[src/hdl/hpr_pkg.sv]
/*
  Shared constants and carrier types for the host read port.
  Assumes a single 25 MHz core clock; host pins are sampled synchronously upstream.
*/
package hpr_pkg;

  // ----------------------------------------
  // Clock and host timing
  // ----------------------------------------
  localparam int CLK_NS = 40;
  localparam int T_CSH_NS = 13;
  localparam int T_ACYC_NS = 45;
  // Least times round up to whole cycles
  localparam int CSH_CYC = (T_CSH_NS + CLK_NS - 1) / CLK_NS;
  localparam int ACYC_CYC = (T_ACYC_NS + CLK_NS - 1) / CLK_NS;
  // Host-side pacing, kept by the far end
  localparam int T_LVL_WAIT_NS = 135;
  localparam int T_DROP_WAIT_NS = 180;
  localparam int LVL_WAIT_READS = 3;
  localparam int DROP_WAIT_READS = 4;

  // ----------------------------------------
  // Read map, byte offsets
  // ----------------------------------------
  localparam logic [7:0] OFS_RXD_LAST = 8'h1f;
  localparam logic [7:0] OFS_RXS_POP = 8'h40;
  localparam logic [7:0] OFS_TXS_POP = 8'h48;

  // ----------------------------------------
  // Burst limits for register bursts
  // ----------------------------------------
  localparam logic [4:0] BURST_MAX_DW = 5'h08;
  localparam logic [4:0] BURST_MAX_W = 5'h10;
  localparam logic [31:0] DATA_NONE = 32'h0000_0000;

  typedef enum logic [2:0] {
    TGT_NONE,
    TGT_CSR,
    TGT_RXD,
    TGT_RXS,
    TGT_TXS
  } hpr_tgt_t;

  // One beat of a read cycle
  typedef struct packed {
    hpr_tgt_t tgt;
    logic half;
    logic wide;
    logic [7:0] ofs;
  } hpr_beat_t;

endpackage

[src/hdl/hpr_read_port.sv]
/*
  Read side of the asynchronous host port: single and burst reads of CSRs,
  receive data queue and both status queues, plus FIFO-direct reads.
  Assumes host pins arrive already synchronous to core_clk, CSR contents on
  csr_rdata follow csr_addr one cycle later, and each queue head already shows
  its next entry while that queue's pop pulse stands.
*/
`timescale 1ns/1ps
`default_nettype none

// Contract
// - Counter values are captured at beat start and held for the whole beat.
// - CSRs and all three queues share one read cycle.
// - Cycle starts when select and strobe both low; ends when either rises.
// - Sixteen-bit reads match 32-bit reads but leave upper half undriven.
// - Register bursts change address under held strobes; at most 8 dword or 16 word.
// - FIFO-direct select forces every read to the receive data queue.
// - FIFO-direct reads still use the low address bits, ignore the upper ones.
// - FIFO-direct bursts have no length limit.
module hpr_read_port
  import hpr_pkg::*;
(
  // Clock and reset
  input wire logic core_clk,
  input wire logic rst,
  // Host pins
  input wire logic chip_select_n,
  input wire logic read_strobe_n,
  input wire logic [7:1] host_addr,
  input wire logic fifo_sel,
  input wire logic bus16,
  output logic [31:0] host_data_out,
  output logic host_data_lo_oe_n,
  output logic host_data_hi_oe_n,
  // CSR file
  output logic [7:0] csr_addr,
  input wire logic [31:0] csr_rdata,
  // Queue heads and pops
  input wire logic [31:0] rxd_head,
  input wire logic [31:0] rxs_head,
  input wire logic [31:0] txs_head,
  output logic rxd_pop,
  output logic rxs_pop,
  output logic txs_pop,
  // Status
  output logic burst_overrun
);

  typedef enum logic [1:0] {
    ST_IDLE,
    ST_FETCH,
    ST_DRIVE
  } hpr_state_t;

  hpr_state_t state_r;
  hpr_beat_t beat_r;
  hpr_beat_t beat_nxt;
  logic [4:0] beat_cnt_r;
  logic [7:1] addr_r;
  logic [31:0] src_word;
  logic [31:0] data_nxt;
  logic act;
  logic beat_done;
  logic pop_ok;
  logic [4:0] burst_max;

  // ----------------------------------------
  // Cycle detection
  // ----------------------------------------
  assign act = !chip_select_n && !read_strobe_n;
  // A beat completes on release or on a new address under held strobes
  assign beat_done = (state_r == ST_DRIVE) && (!act || host_addr != addr_r);
  // Halfword reads pop only once the upper half has gone out
  assign pop_ok = beat_r.wide || beat_r.half;
  assign burst_max = bus16 ? BURST_MAX_W : BURST_MAX_DW;

  // ----------------------------------------
  // Address decode
  // ----------------------------------------
  always_comb
  begin
    beat_nxt.ofs = {host_addr, 1'b0};
    beat_nxt.half = host_addr[1];
    beat_nxt.wide = !bus16;
    if (fifo_sel)
      beat_nxt.tgt = TGT_RXD;
    else if (beat_cnt_r >= burst_max)
      beat_nxt.tgt = TGT_NONE;
    else if ({host_addr, 1'b0} <= OFS_RXD_LAST)
      beat_nxt.tgt = TGT_RXD;
    // Both halfwords of a status word must reach its queue
    else if ({host_addr[7:2], 2'b00} == OFS_RXS_POP)
      beat_nxt.tgt = TGT_RXS;
    else if ({host_addr[7:2], 2'b00} == OFS_TXS_POP)
      beat_nxt.tgt = TGT_TXS;
    else
      beat_nxt.tgt = TGT_CSR;
  end

  always_comb
  begin
    case (beat_r.tgt)
      TGT_CSR: src_word = csr_rdata;
      TGT_RXD: src_word = rxd_head;
      TGT_RXS: src_word = rxs_head;
      TGT_TXS: src_word = txs_head;
      default: src_word = DATA_NONE;
    endcase
    if (beat_r.wide)
      data_nxt = src_word;
    else
      data_nxt = {16'h0000, beat_r.half ? src_word[31:16] : src_word[15:0]};
  end

  // ----------------------------------------
  // Beat sequencing
  // ----------------------------------------
  always_ff @(posedge core_clk or posedge rst)
  begin
    if (rst)
      state_r <= ST_IDLE;
    else
      case (state_r)
        ST_IDLE: state_r <= act ? ST_FETCH : ST_IDLE;
        ST_FETCH: state_r <= act ? ST_DRIVE : ST_IDLE;
        ST_DRIVE: state_r <= !act ? ST_IDLE : (beat_done ? ST_FETCH : ST_DRIVE);
        default: state_r <= ST_IDLE;
      endcase
  end

  always_ff @(posedge core_clk or posedge rst)
  begin
    if (rst)
    begin
      beat_r <= '0;
      addr_r <= '0;
      csr_addr <= '0;
    end
    else if ((state_r == ST_IDLE && act) || (beat_done && act))
    begin
      beat_r <= beat_nxt;
      addr_r <= host_addr;
      csr_addr <= beat_nxt.ofs;
    end
  end

  // Register bursts are counted; a release restarts the count
  always_ff @(posedge core_clk or posedge rst)
  begin
    if (rst)
      beat_cnt_r <= '0;
    else if (!act)
      beat_cnt_r <= '0;
    else if ((state_r == ST_IDLE || beat_done) && !fifo_sel && beat_cnt_r < BURST_MAX_W)
      beat_cnt_r <= beat_cnt_r + 5'h01;
  end

  always_ff @(posedge core_clk or posedge rst)
  begin
    if (rst)
      burst_overrun <= 1'b0;
    else if (!act)
      burst_overrun <= 1'b0;
    else if (state_r == ST_FETCH && beat_r.tgt == TGT_NONE)
      burst_overrun <= 1'b1;
  end

  // ----------------------------------------
  // Data drive
  // ----------------------------------------
  // Captured once per beat so a counter ticking mid-cycle cannot tear the value
  always_ff @(posedge core_clk or posedge rst)
  begin
    if (rst)
      host_data_out <= '0;
    else if (state_r == ST_FETCH && act)
      host_data_out <= data_nxt;
  end

  always_ff @(posedge core_clk or posedge rst)
  begin
    if (rst)
    begin
      host_data_lo_oe_n <= 1'b1;
      host_data_hi_oe_n <= 1'b1;
    end
    else if (!act)
    begin
      host_data_lo_oe_n <= 1'b1;
      host_data_hi_oe_n <= 1'b1;
    end
    else if (state_r == ST_FETCH)
    begin
      host_data_lo_oe_n <= 1'b0;
      host_data_hi_oe_n <= !beat_r.wide;
    end
  end

  // ----------------------------------------
  // Queue pops
  // ----------------------------------------
  always_ff @(posedge core_clk or posedge rst)
  begin
    if (rst)
    begin
      rxd_pop <= 1'b0;
      rxs_pop <= 1'b0;
      txs_pop <= 1'b0;
    end
    else
    begin
      rxd_pop <= beat_done && pop_ok && beat_r.tgt == TGT_RXD;
      rxs_pop <= beat_done && pop_ok && beat_r.tgt == TGT_RXS;
      txs_pop <= beat_done && pop_ok && beat_r.tgt == TGT_TXS;
    end
  end
endmodule

`default_nettype wire

[config.mk]
export PLATFORM = sky130hd
export DESIGN_NAME = hpr_read_port
export DESIGN_NICKNAME = d
export VERILOG_FILES = /design/src/hdl/hpr_pkg.sv /design/src/hdl/hpr_read_port.sv
export SDC_FILE = /design/constraint.sdc
export NUM_CORES = 1
export LEC_CHECK = 0
export BUFFER_PORTS_ARGS = -buffer_cell sky130_fd_sc_hd__clkbuf_2
export CELL_PAD_IN_SITES_DETAIL_PLACEMENT = 1
export CELL_PAD_IN_SITES_GLOBAL_PLACEMENT = 1
export CORE_MARGIN = 2
export CORE_UTILIZATION = 33
export DETAILED_ROUTE_END_ITERATION = 12
export GPL_TIMING_DRIVEN = 1
export PLACE_DENSITY_LB_ADDON = 0.05
export SYNTH_ARGS = -nofsm -noshare
export SYNTH_HDL_FRONTEND = slang
export SYNTH_SLANG_ARGS = --single-unit
[constraint.sdc]
create_clock -name core_clk -period 2.15 [get_ports core_clk]
set_input_delay 0.3225 -clock core_clk [delete_from_list [all_inputs] [get_ports core_clk]]
set_output_delay 0.3225 -clock core_clk [all_outputs]
set_load 0.1 [all_outputs]
==> run metrics, run 1 <==
arrival time at the worst endpoint=about 2.1 ns; Ys Warns=0; non-filler cells, final=between 600 and 700; # rows=37; f_max=just over 500 MHz; TritonCTS clock tree=built; routed len/inst=about 19 µm; final setup fails=0; largest net degree at the start of global routing=35; Clock Tree Buf Depth=2; RSZ-0062 raised after global routing=false; final WL=12,750 µm; Crit Path Max Fanout=10; DRT Pass-1 Iters=4; TritonCTS Buffers=5; clock transition at the registers of the reported paths=0.09 ns; LEAKAGE=between 2 and 2.5 nW; number of global-route vias before repair=about 3,700; die area=about 0.012 mm²; Layout area overhead=33.97%; share of cells above drive strength 1=50.37%; Area contributors post-synth=dfrtp_1 (38%), mux2_2 (12%), a32o_1 (9.1%), a21oi_1 (4.8%), nand2_1 (4.5%); Reg power frac=between 30% and 40%; clock sink count=56; Final ANT Viol Nets=0; cell with the most instances after synthesis=dfrtp_1; Critical Path Source Type=flop; # Max-Cap Violations=0; Tot Pwr=~3.9 mW; worst skew pair latency=0.31 ns; overflow left after global routing=0; ys flop type=dfrtp_1; Layout fillers=about 1,300; utilization after layout=between 40% and 50%; Max Slew Vio Count=0; # placed instances=669; switch share=50.04%; initial core utilization=34.10%; Die X=~110 µm; residual DRC count=0; status=completed; combinational cell fraction of total power=52.5%; Root Driver=clkbuf_8; Yosys reg bits=between 50 and 60; gpl congestion=between 0.8 and 0.9; WS Path Type=flop to flop; Die Y=107.3 µm; H-tree depth=2; Core ar.=0.01032 mm²; Worst Skew=just over 0.007 ns; Tcrit/Tclk final=about nine tenths; CP Capture Type=flop; Synth Instances=361; initial DRC count=between 100 and 150; Max VDD drop=0.0004031 V; first-pass GRT wire length=slightly below 20,000 µm; most instantiated cells after synthesis=dfrtp_1 (54), nand2_1 (42), mux2_2 (36); CP max stage delay=0.43 ns; worst path cell trace=or3b_1 > nand4bb_4 > o21ai_2 > mux2_2; Worst-Margin Slew=~0.8 ns; Psw=1.970 mW; mapped cell area=between 0.003 and 0.004 mm²; # diodes=0; Pwr per Cell Area=between 800 and 900 mW/mm²; TNS Setup=0 ns; DR vias/cell=5.196; placed wire-length estimate=between 10,000 and 15,000 µm; Tmin final=~1.9 ns; Via Count=about 3,500; CP required=around 2.4 ns; Synth top area share=38.38%; Rel. slew slack=approximately 45%; nets@finish=between 600 and 700; Mean Syn Cell Area=slightly below 10 µm²; Post-synth ARST share=100.0%; Final Hold Fails=0; worst hold path type=input pin to flop; sequential share of the synthesized area=around two fifths; initial antenna violation count=0; # port buffers=about 190; syn_nets=506; slowest cell on the critical path=o21ai_2; Post-synth EDFFs=0; final hold slack=between 0.2 and 0.3 ns; top-level port count=roughly 190; cell taking the most area after synthesis=dfrtp_1; Int Pwr=between 1.5 and 2 mW; total global-route track usage=a little over a fifth; Distinct cells, synth=50; clock power share=between 10% and 20%
## registers in the layout, summed over array words and instances (netlist names), 2 cells and up
name	count
addr_r	7
beat_cnt_r	5
beat_r	4
host_data_out	32
state_r	2
## stage by stage
step	setup slack [ns]	instance area (µm²)
global placement	0.02572	4623
finish	0.2023	4717
CTS	0.1749	4717
detailed placement	0.01129	4623
floorplan	0.1716	3528
global route	0.04247	4717
## path summary, 6_finish.rpt
check | startpoint | cells past startpoint | to | slack [ns]
max in group asynchronous | rst | 4 | host_data_hi_oe_n | 1.07
worst max-delay path | state_r[1] | 4 | addr_r[1] | 0.20
worst min-delay path | bus16 | 2 | beat_r[8] | 0.25
worst min register to register | host_data_lo_oe_n | 2 | host_data_lo_oe_n | 0.48
worst max register to register | state_r[1] | 4 | addr_r[1] | 0.20
min in group asynchronous | rst | 3 | host_data_out[21] | 0.45
## critical path, delay by kind of cell, from the launching register on
kind / cells / cell delay, ns
AND/OR/NAND/NOR: 2 / 0.62
AO/OA/AOI/OAI: 1 / 0.43
flip-flops: 1 / 0.40
multiplexers: 1 / 0.39
## area by class of cell
| class | count | area [µm²] | share of cell area, % |
|---|---|---|---|
| inverter | 9 | 33.78 | 0.7162 |
| multi-input combinational | 264 | 1928 | 40.88 |
| clock buffer | 7 | 76.32 | 1.618 |
| sequential | 56 | 1413 | 29.95 |
| clock inverter | 1 | 5.005 | 0.1061 |
| timing repair buffer | 205 | 1091 | 23.13 |
| tap | 136 | 170.2 | 3.607 |
## placed cells by master, fill, tap and decap left out, types with 2 or more instances in the layout
cell and n:
a211oi_1 2, a21oi_1 34, a22oi_1 15, a32o_1 32, buf_4 18, clkbuf_1 2, clkbuf_2 185, clkbuf_8 5
dfrtp_1 47, dfrtp_2 7, dfstp_2 2, ha_1 4, inv_1 8, mux2_2 36, mux2i_1 2, nand2_1 42
nand3_1 3, nand4_1 2, nor2_1 8, nor2b_1 2, nor3_1 3, o211ai_1 2, o21ai_0 29, o21ai_2 11
o31ai_1 2, or2_1 2, or3_1 2, xnor2_1 7, xor2_1 2
## cell families after synthesis
| group | synth area share, % |
|---|---|
| AO/OA/AOI/OAI | 26.55 |
| AND/OR/NAND/NOR | 11.73 |
| multiplexers | 12.40 |
| buffers and inverters | 5.686 |
| adder cells (fa/ha/maj) | 1.422 |
| XOR/XNOR | 2.239 |
| flip-flops | 39.87 |
| other | 0.1065 |
## per-layer routing
layer | share of wire (%) | track usage (%) | vias to the layer above
met3 | 4.8 | 3.087 | 11
met2 | 56 | 44.17 | 106
met4 | 1.2 | 4.082 | 0
met1 | 38 | 24.12 | 1708
li1 | - | - | 1698
met5 | 0 | 0 | -
## power groups by stage
stage / combinational [mW] / clock (mW) / sequential [mW]
final: 2.06 / 0.570 / 1.30
after global routing: 2.19 / 0.634 / 1.32
after CTS: 2.09 / 0.600 / 1.31
after detailed placement: 2.08 / 0 / 1.33
after global placement: 2.06 / 0 / 1.33
after floorplan: 0.683 / 0 / 2.19
## what timing repair did
action / CTS / global route
gates resized for setup: 1 / 0
hold buffers: 1 / 0
setup buffers: 0 / 0
endpoints found under the setup margin: 5 / 0
endpoints found under the hold margin: 6 / 0
(Power assumes the default switching activity.)
==> run 2: changes to the inputs <==
Settings changed: ABC_AREA set to 1, CORE_UTILIZATION 33 to 30.
==> run metrics, run 2 <==
combinational cell fraction of total power=about 50%; die area=roughly 0.012 mm²; cell taking the most area after synthesis=dfrtp_1; DRT Pass-1 Iters=4; compound-cell area share of the yosys netlist=between 10% and 20%; Synth top area share=~39%; Worst Skew=between 0.008 and 0.009 ns; cts hold-fix bufs=0; Die X=roughly 110 µm; overflow left after global routing=0; TritonCTS clock tree=built; Root Driver=clkbuf_16; largest net degree at the start of global routing=33; first-pass GRT wire length=roughly 21,000 µm; largest register by flop count=host_data_out; Top Registers=host_data_out (32), addr_r (7), beat_cnt_r (5); Tcrit/Tclk final=a little over four fifths; Yosys reg bits=56; Psw=2.255 mW; # rows=39; Adder-Cell Fraction of Synth Area=between 1 and 1.5%; Worst-Margin Slew=a little under 0.6 ns; Max VDD drop=around 0.00038 V; Post-synth EDFFs=0; Crit Path Max Fanout=32; Seq. cell area=about 0.0014 mm²; # placed instances=roughly 830; TNS Setup=0 ns; non-filler cells, final=roughly 840; FF-to-FF Start=beat_r[10]; RSZ-0062 raised after global routing=false; arrival time at the worst endpoint=approximately 2.0 ns; initial DRC count=roughly 140; Ys Warns=0; DR vias/cell=between 4 and 5; Int Pwr=approximately 2.1 mW; LEAKAGE=between 2 and 3 nW; CP endpoint=host_data_out[1]; residual DRC count=0; ys flop type=dfrtp_1; crit path launch=beat_r[10]; CP max stage delay=0.46 ns; max reg flops=32; Die Y=between 100 and 150 µm; Tmin final=1.800 ns; # Max-Cap Violations=0; worst hold path type=input pin to asynchronous set/reset pin; post-cts sizing count=0; top-level port count=between 150 and 200; slowest cell on the critical path=dfrtp_1; WS Path Type=flop to flop; cells on worst reg2reg path=10; Post-Synth XOR/XNOR Area=less than 1%; initial core utilization=between 30% and 40%; Reg power frac=a little under a third; mapped cell area=0.003457 mm²; Area contributors post-synth=dfrtp_1 (39%), nand2_1 (23%), inv_1 (4.7%), nor2_1 (4.2%), nand3_1 (3.6%); Layout area overhead=35.94%; Multi-input gate area=between 0.0015 and 0.002 mm²; Cell Area, Placed=around 0.0046 mm²; Rel. slew slack=61.53%; Clock Tree Buf Depth=2; mux contribution to synthesized area=0%; share of cells above drive strength 1=32.18%; most instantiated cells after synthesis=nand2_1 (214), dfrtp_1 (54), inv_1 (43); CP required=~2.4 ns; routed len/inst=roughly 16 µm; H-tree depth=2; Distinct cells, synth=33; # port buffers=185; status=completed; number of global-route vias before repair=between 4,000 and 5,000; total global-route track usage=a little over a fifth; # diodes=0; CP Capture Type=flop; post-synthesis simple-gate area fraction=38.07%; f_max=555.5 MHz; final WL=roughly 13,000 µm; Post-CTS Setup Bufs=0; Mean Syn Cell Area=~6.8 µm²; Final ANT Viol Nets=0; Final Hold Fails=0; Core ar.=0.01132 mm²; CP dominant cell by count=nand2_1; commonest non-fill, non-tap cell in the layout=nand2_1; initial antenna violation count=0; commonest cells after routing, fill and taps aside=nand2_1 (214), clkbuf_2 (185), dfrtp_1 (54); Design Area, Final=about 0.0047 mm²; Max Slew Vio Count=0; gpl congestion=0.8182; worst path cell trace=nor2_1 > nand2_1 > inv_2 > buf_4 > nand2_1 > nand3_1 > a21oi_1 > nand2_1 > nand2_1 > o21ai_0; Worst R2R End=host_data_out[1]; Pwr per Cell Area=around 930 mW/mm²; reg-to-reg setup timing slack=between 0.3 and 0.4 ns; Tot Pwr=4.384 mW; Synth Instances=~510; nets@finish=837; clock power share=around a fifth; clock transition at the registers of the reported paths=~0.07 ns; Critical Path Source Type=flop; TritonCTS Buffers=5; syn_nets=~650; switch share=51.43%; clock sink count=56; Post-synth ARST share=100.0%; final hold slack=approximately 0.078 ns; final setup fails=0; Layout fillers=1,545; cell with the most instances after synthesis=nand2_1; sequential share of the synthesized area=between 40% and 50%; largest family of logic cells by synthesized area=simple AND/OR/NAND/NOR gates; placed wire-length estimate=between 10,000 and 15,000 µm; worst skew pair latency=~0.3 ns; Via Count=about 4,000
[run 2: changes by cell type after synthesis, moves of 14 or more]
cell / before / now
nand2_1: 42 / 214
nand3_1: 3 / 25
mux2_2: 36 / 0
o21ai_1: 1 / 15
nand4_1: 2 / 20
a32o_1: 32 / 1
nor2_1: 9 / 39
inv_1: 9 / 43
o21ai_0: 29 / 14
a21oi_1: 34 / 15
a22oi_1: 15 / 1
[run 2: power by group through the flow]
stage	clock, mW	combinational (mW)	sequential [mW]
2_1_floorplan	0	0.619	2.39
3_3_place_gp	0	2.21	1.34
3_5_place_dp	0	2.23	1.35
4_1_cts	0.865	2.24	1.33
5_1_grt	0.902	2.35	1.35
6_report	0.840	2.21	1.33
[run 2: kinds of logic (layout without fill, tap and decap cells)]
family / count (synthesis) / after routing
other: 1 / 1
AO/OA/AOI/OAI: 64 / 64
buffers and inverters: 68 / 254
XOR/XNOR: 1 / 1
adder cells (fa/ha/maj): 4 / 4
AND/OR/NAND/NOR: 313 / 313
flip-flops: 56 / 56
[run 2: layout make-up]
type	instances	area share, %
Multi-Input combinational cell	383	37.38
Sequential cell	56	29.87
Clock buffer	6	2.955
Timing Repair Buffer	200	22.10
Inverter	46	3.674
Clock inverter	2	0.2130
Tap cell	143	3.807
[run 2: critical path: cells and delay by family, from the launching register on]
family	cells	cell delay, ns
flip-flops	1	0.46
buffers and inverters	2	0.43
AND/OR/NAND/NOR	6	0.60
AO/OA/AOI/OAI	2	0.23
[run 2: worst min path at each step]
stage,to,slack [ns]
2_1_floorplan,addr_r[4],0.44
3_3_place_gp,beat_cnt_r[0],0.41
3_5_place_dp,beat_cnt_r[1],0.41
4_1_cts,state_r[1],0.09
5_1_grt,state_r[1],0.11
6_report,beat_cnt_r[1],0.08
[run 2: metrics by stage]
| step | util, % | setup slack [ns] |
|---|---|---|
| finish | 41.51 | 0.3497 |
| CTS | 41.51 | 0.3283 |
| global placement | 40.20 | 0.3578 |
| floorplan | - | 0.1523 |
| detailed placement | 40.20 | 0.3510 |
| global route | 41.51 | 0.1737 |
[run 2: routing by layer]
layer  global-route usage, %  wire [µm]  vias to the layer above
met1                   25.53       5461                     1925
li1                        -          -                     1999
met5                       0          0                        -
met3                   3.375        601                       23
met2                   39.11       6725                      118
met4                   6.337        318                        0
==> run 3: changes to the inputs <==
Clock period 2.15 ns to 1.7 ns, I/O delays scaled along.
==> run metrics, run 3 (synthesized netlist as in run 2, its figures left out) <==
initial DRC count=120; top sig layer=met4; first-pass GRT wire length=between 20,000 and 25,000 µm; FF-to-FF Start=beat_r[12]; final WL=between 10,000 and 15,000 µm; Final Hold Fails=0; Int Pwr=roughly 2.8 mW; Tcrit/Tclk final=94.03%; Die Y=111.3 µm; DRT Pass-1 Iters=4; Die X=111.3 µm; gpl congestion=approximately 0.83; top-level port count=187; WS Path Type=flop to flop; Core ar.=between 0.01 and 0.015 mm²; WL met1=5427 µm; Reg power frac=30.2%; TNS Setup=0 ns; worst hold path type=input pin to asynchronous set/reset pin; TritonCTS Buffers=5; worst path cell trace=inv_2 > nand2_1 > nor2_4 > buf_4 > nand2_1 > nand4_1 > nand2_1 > a21oi_1; die area=around 0.012 mm²; overflow left after global routing=0; Worst-Margin Slew=about 0.65 ns; # rows=39; clock power share=18.8%; initial antenna violation count=0; utilization after layout=approximately 43%; number of global-route vias before repair=approximately 4,300; status=completed; nets@finish=846; final hold slack=approximately 0.036 ns; Final ANT Viol Nets=0; combinational cell fraction of total power=51.0%; Rel. slew slack=56.57%; switch share=50.55%; total global-route track usage=21.09%; Psw=2.832 mW; Max VDD drop=approximately 0.0005 V; Worst R2R End=host_data_out[5]; CP Capture Type=flop; initial core utilization=slightly above 30%; max reg flops=32; Tmin final=about 1.6 ns; Max Slew Vio Count=0; # port buffers=around 190; slowest cell on the critical path=dfrtp_1; cts hold-fix bufs=0; H-tree depth=2; commonest cells after routing, fill and taps aside=nand2_1 (213), clkbuf_2 (185), dfrtp_1 (47); CP dominant cell by count=nand2_1; share of cells above drive strength 1=34.33%; commonest non-fill, non-tap cell in the layout=nand2_1; clock sink count=56; Via Count=between 4,000 and 5,000; CP max stage delay=about 0.40 ns; Layout area overhead=40.79%; Critical Path Source Type=flop; Root Driver=clkbuf_16; cells on worst reg2reg path=8; worst skew pair latency=around 0.29 ns; # diodes=0; largest register by flop count=host_data_out; arrival time at the worst endpoint=around 1.8 ns; # Max-Cap Violations=0; met2 WL post-DR=around 7100 µm; clock transition at the registers of the reported paths=~0.070 ns; DR vias/cell=4.768; Pwr per Cell Area=roughly 1200 mW/mm²; LEAKAGE=~2.6 nW; Top Registers=host_data_out (32), addr_r (7), beat_cnt_r (5); f_max=~630 MHz; TritonCTS clock tree=built; largest net degree at the start of global routing=33; RSZ-0062 raised after global routing=true; Worst Skew=a little over 0.009 ns; placed wire-length estimate=10,430 µm; residual DRC count=0; Clock Tree Buf Depth=2; CP required=between 1.5 and 2 ns; met3 wire len=around 570 µm; reg-to-reg setup timing slack=0.10 ns; final setup fails=0; routed len/inst=approximately 16 µm; Crit Path Max Fanout=10
-- run 3: cell types whose count changed in the layout (fill, tap and decap cells not counted), sizes merged --
| cell | before | now |
|---|---|---|
| buf | 15 | 23 |
| clkbuf | 191 | 194 |
| clkinv | 2 | 0 |
| clkinvlp | 0 | 1 |
| inv | 46 | 45 |
-- run 3: final cells by class --
class,count,area (µm²)
inverter,46,176.4
timing repair buffer,209,1181
fill,1519,6454
sequential,56,1415
clock buffer,8,146.4
multi-input combinational,383,1769
tap,143,178.9
-- run 3: repair_timing --
item	4_1_cts	5_1_grt
cloned	0	1
resized for setup	0	8
buffers inserted	1	1
setup endpoints to repair	2	27
pin swaps	1	1
-- run 3: worst max-delay path: cells and delay by family (launching register included) --
family / cells / cell delay, ns
buf+inv: 2 / 0.33
flops: 1 / 0.40
simple gates: 5 / 0.63
compound gates: 1 / 0.15
-- run 3: per-stage QoR --
step	instance area [µm²]	std cells	worst slack, ns	total power, mW
floorplan	3471	507	-0.0005754	3.819
global placement	4659	834	0.1310	4.524
detailed placement	4659	834	0.05725	4.557
CTS	4813	843	0.02011	5.624
global route	4867	845	-0.06279	5.905
finish	4867	845	0.1014	5.603
-- run 3: worst max-delay path by stage --
stage          startpoint                end  slack [ns]
2_1_floorplan   addr_r[2]          addr_r[5]     -0.0006
3_3_place_gp   beat_r[10]   host_data_out[8]        0.13
3_5_place_dp   beat_r[10]  host_data_out[30]        0.06
4_1_cts        beat_r[10]   host_data_out[8]        0.02
5_1_grt        beat_r[12]   host_data_out[8]       -0.06
6_report       beat_r[12]   host_data_out[5]        0.10
-- run 3: metal layers --
metal,vias up,global-route usage [%]
li1,2012,-
met1,1911,24.27
met2,96,41.50
met3,10,2.994
met4,0,3.951
met5,-,0
-- run 3: power groups by stage --
stage                     sequential, mW  clock (mW)  combinational (mW)
after floorplan                     3.04           0               0.782
final                               1.69        1.05                2.86
after CTS                           1.69        1.08                2.85
after global routing                1.72        1.13                3.05
after detailed placement            1.72           0                2.84
after global placement              1.71           0                2.81
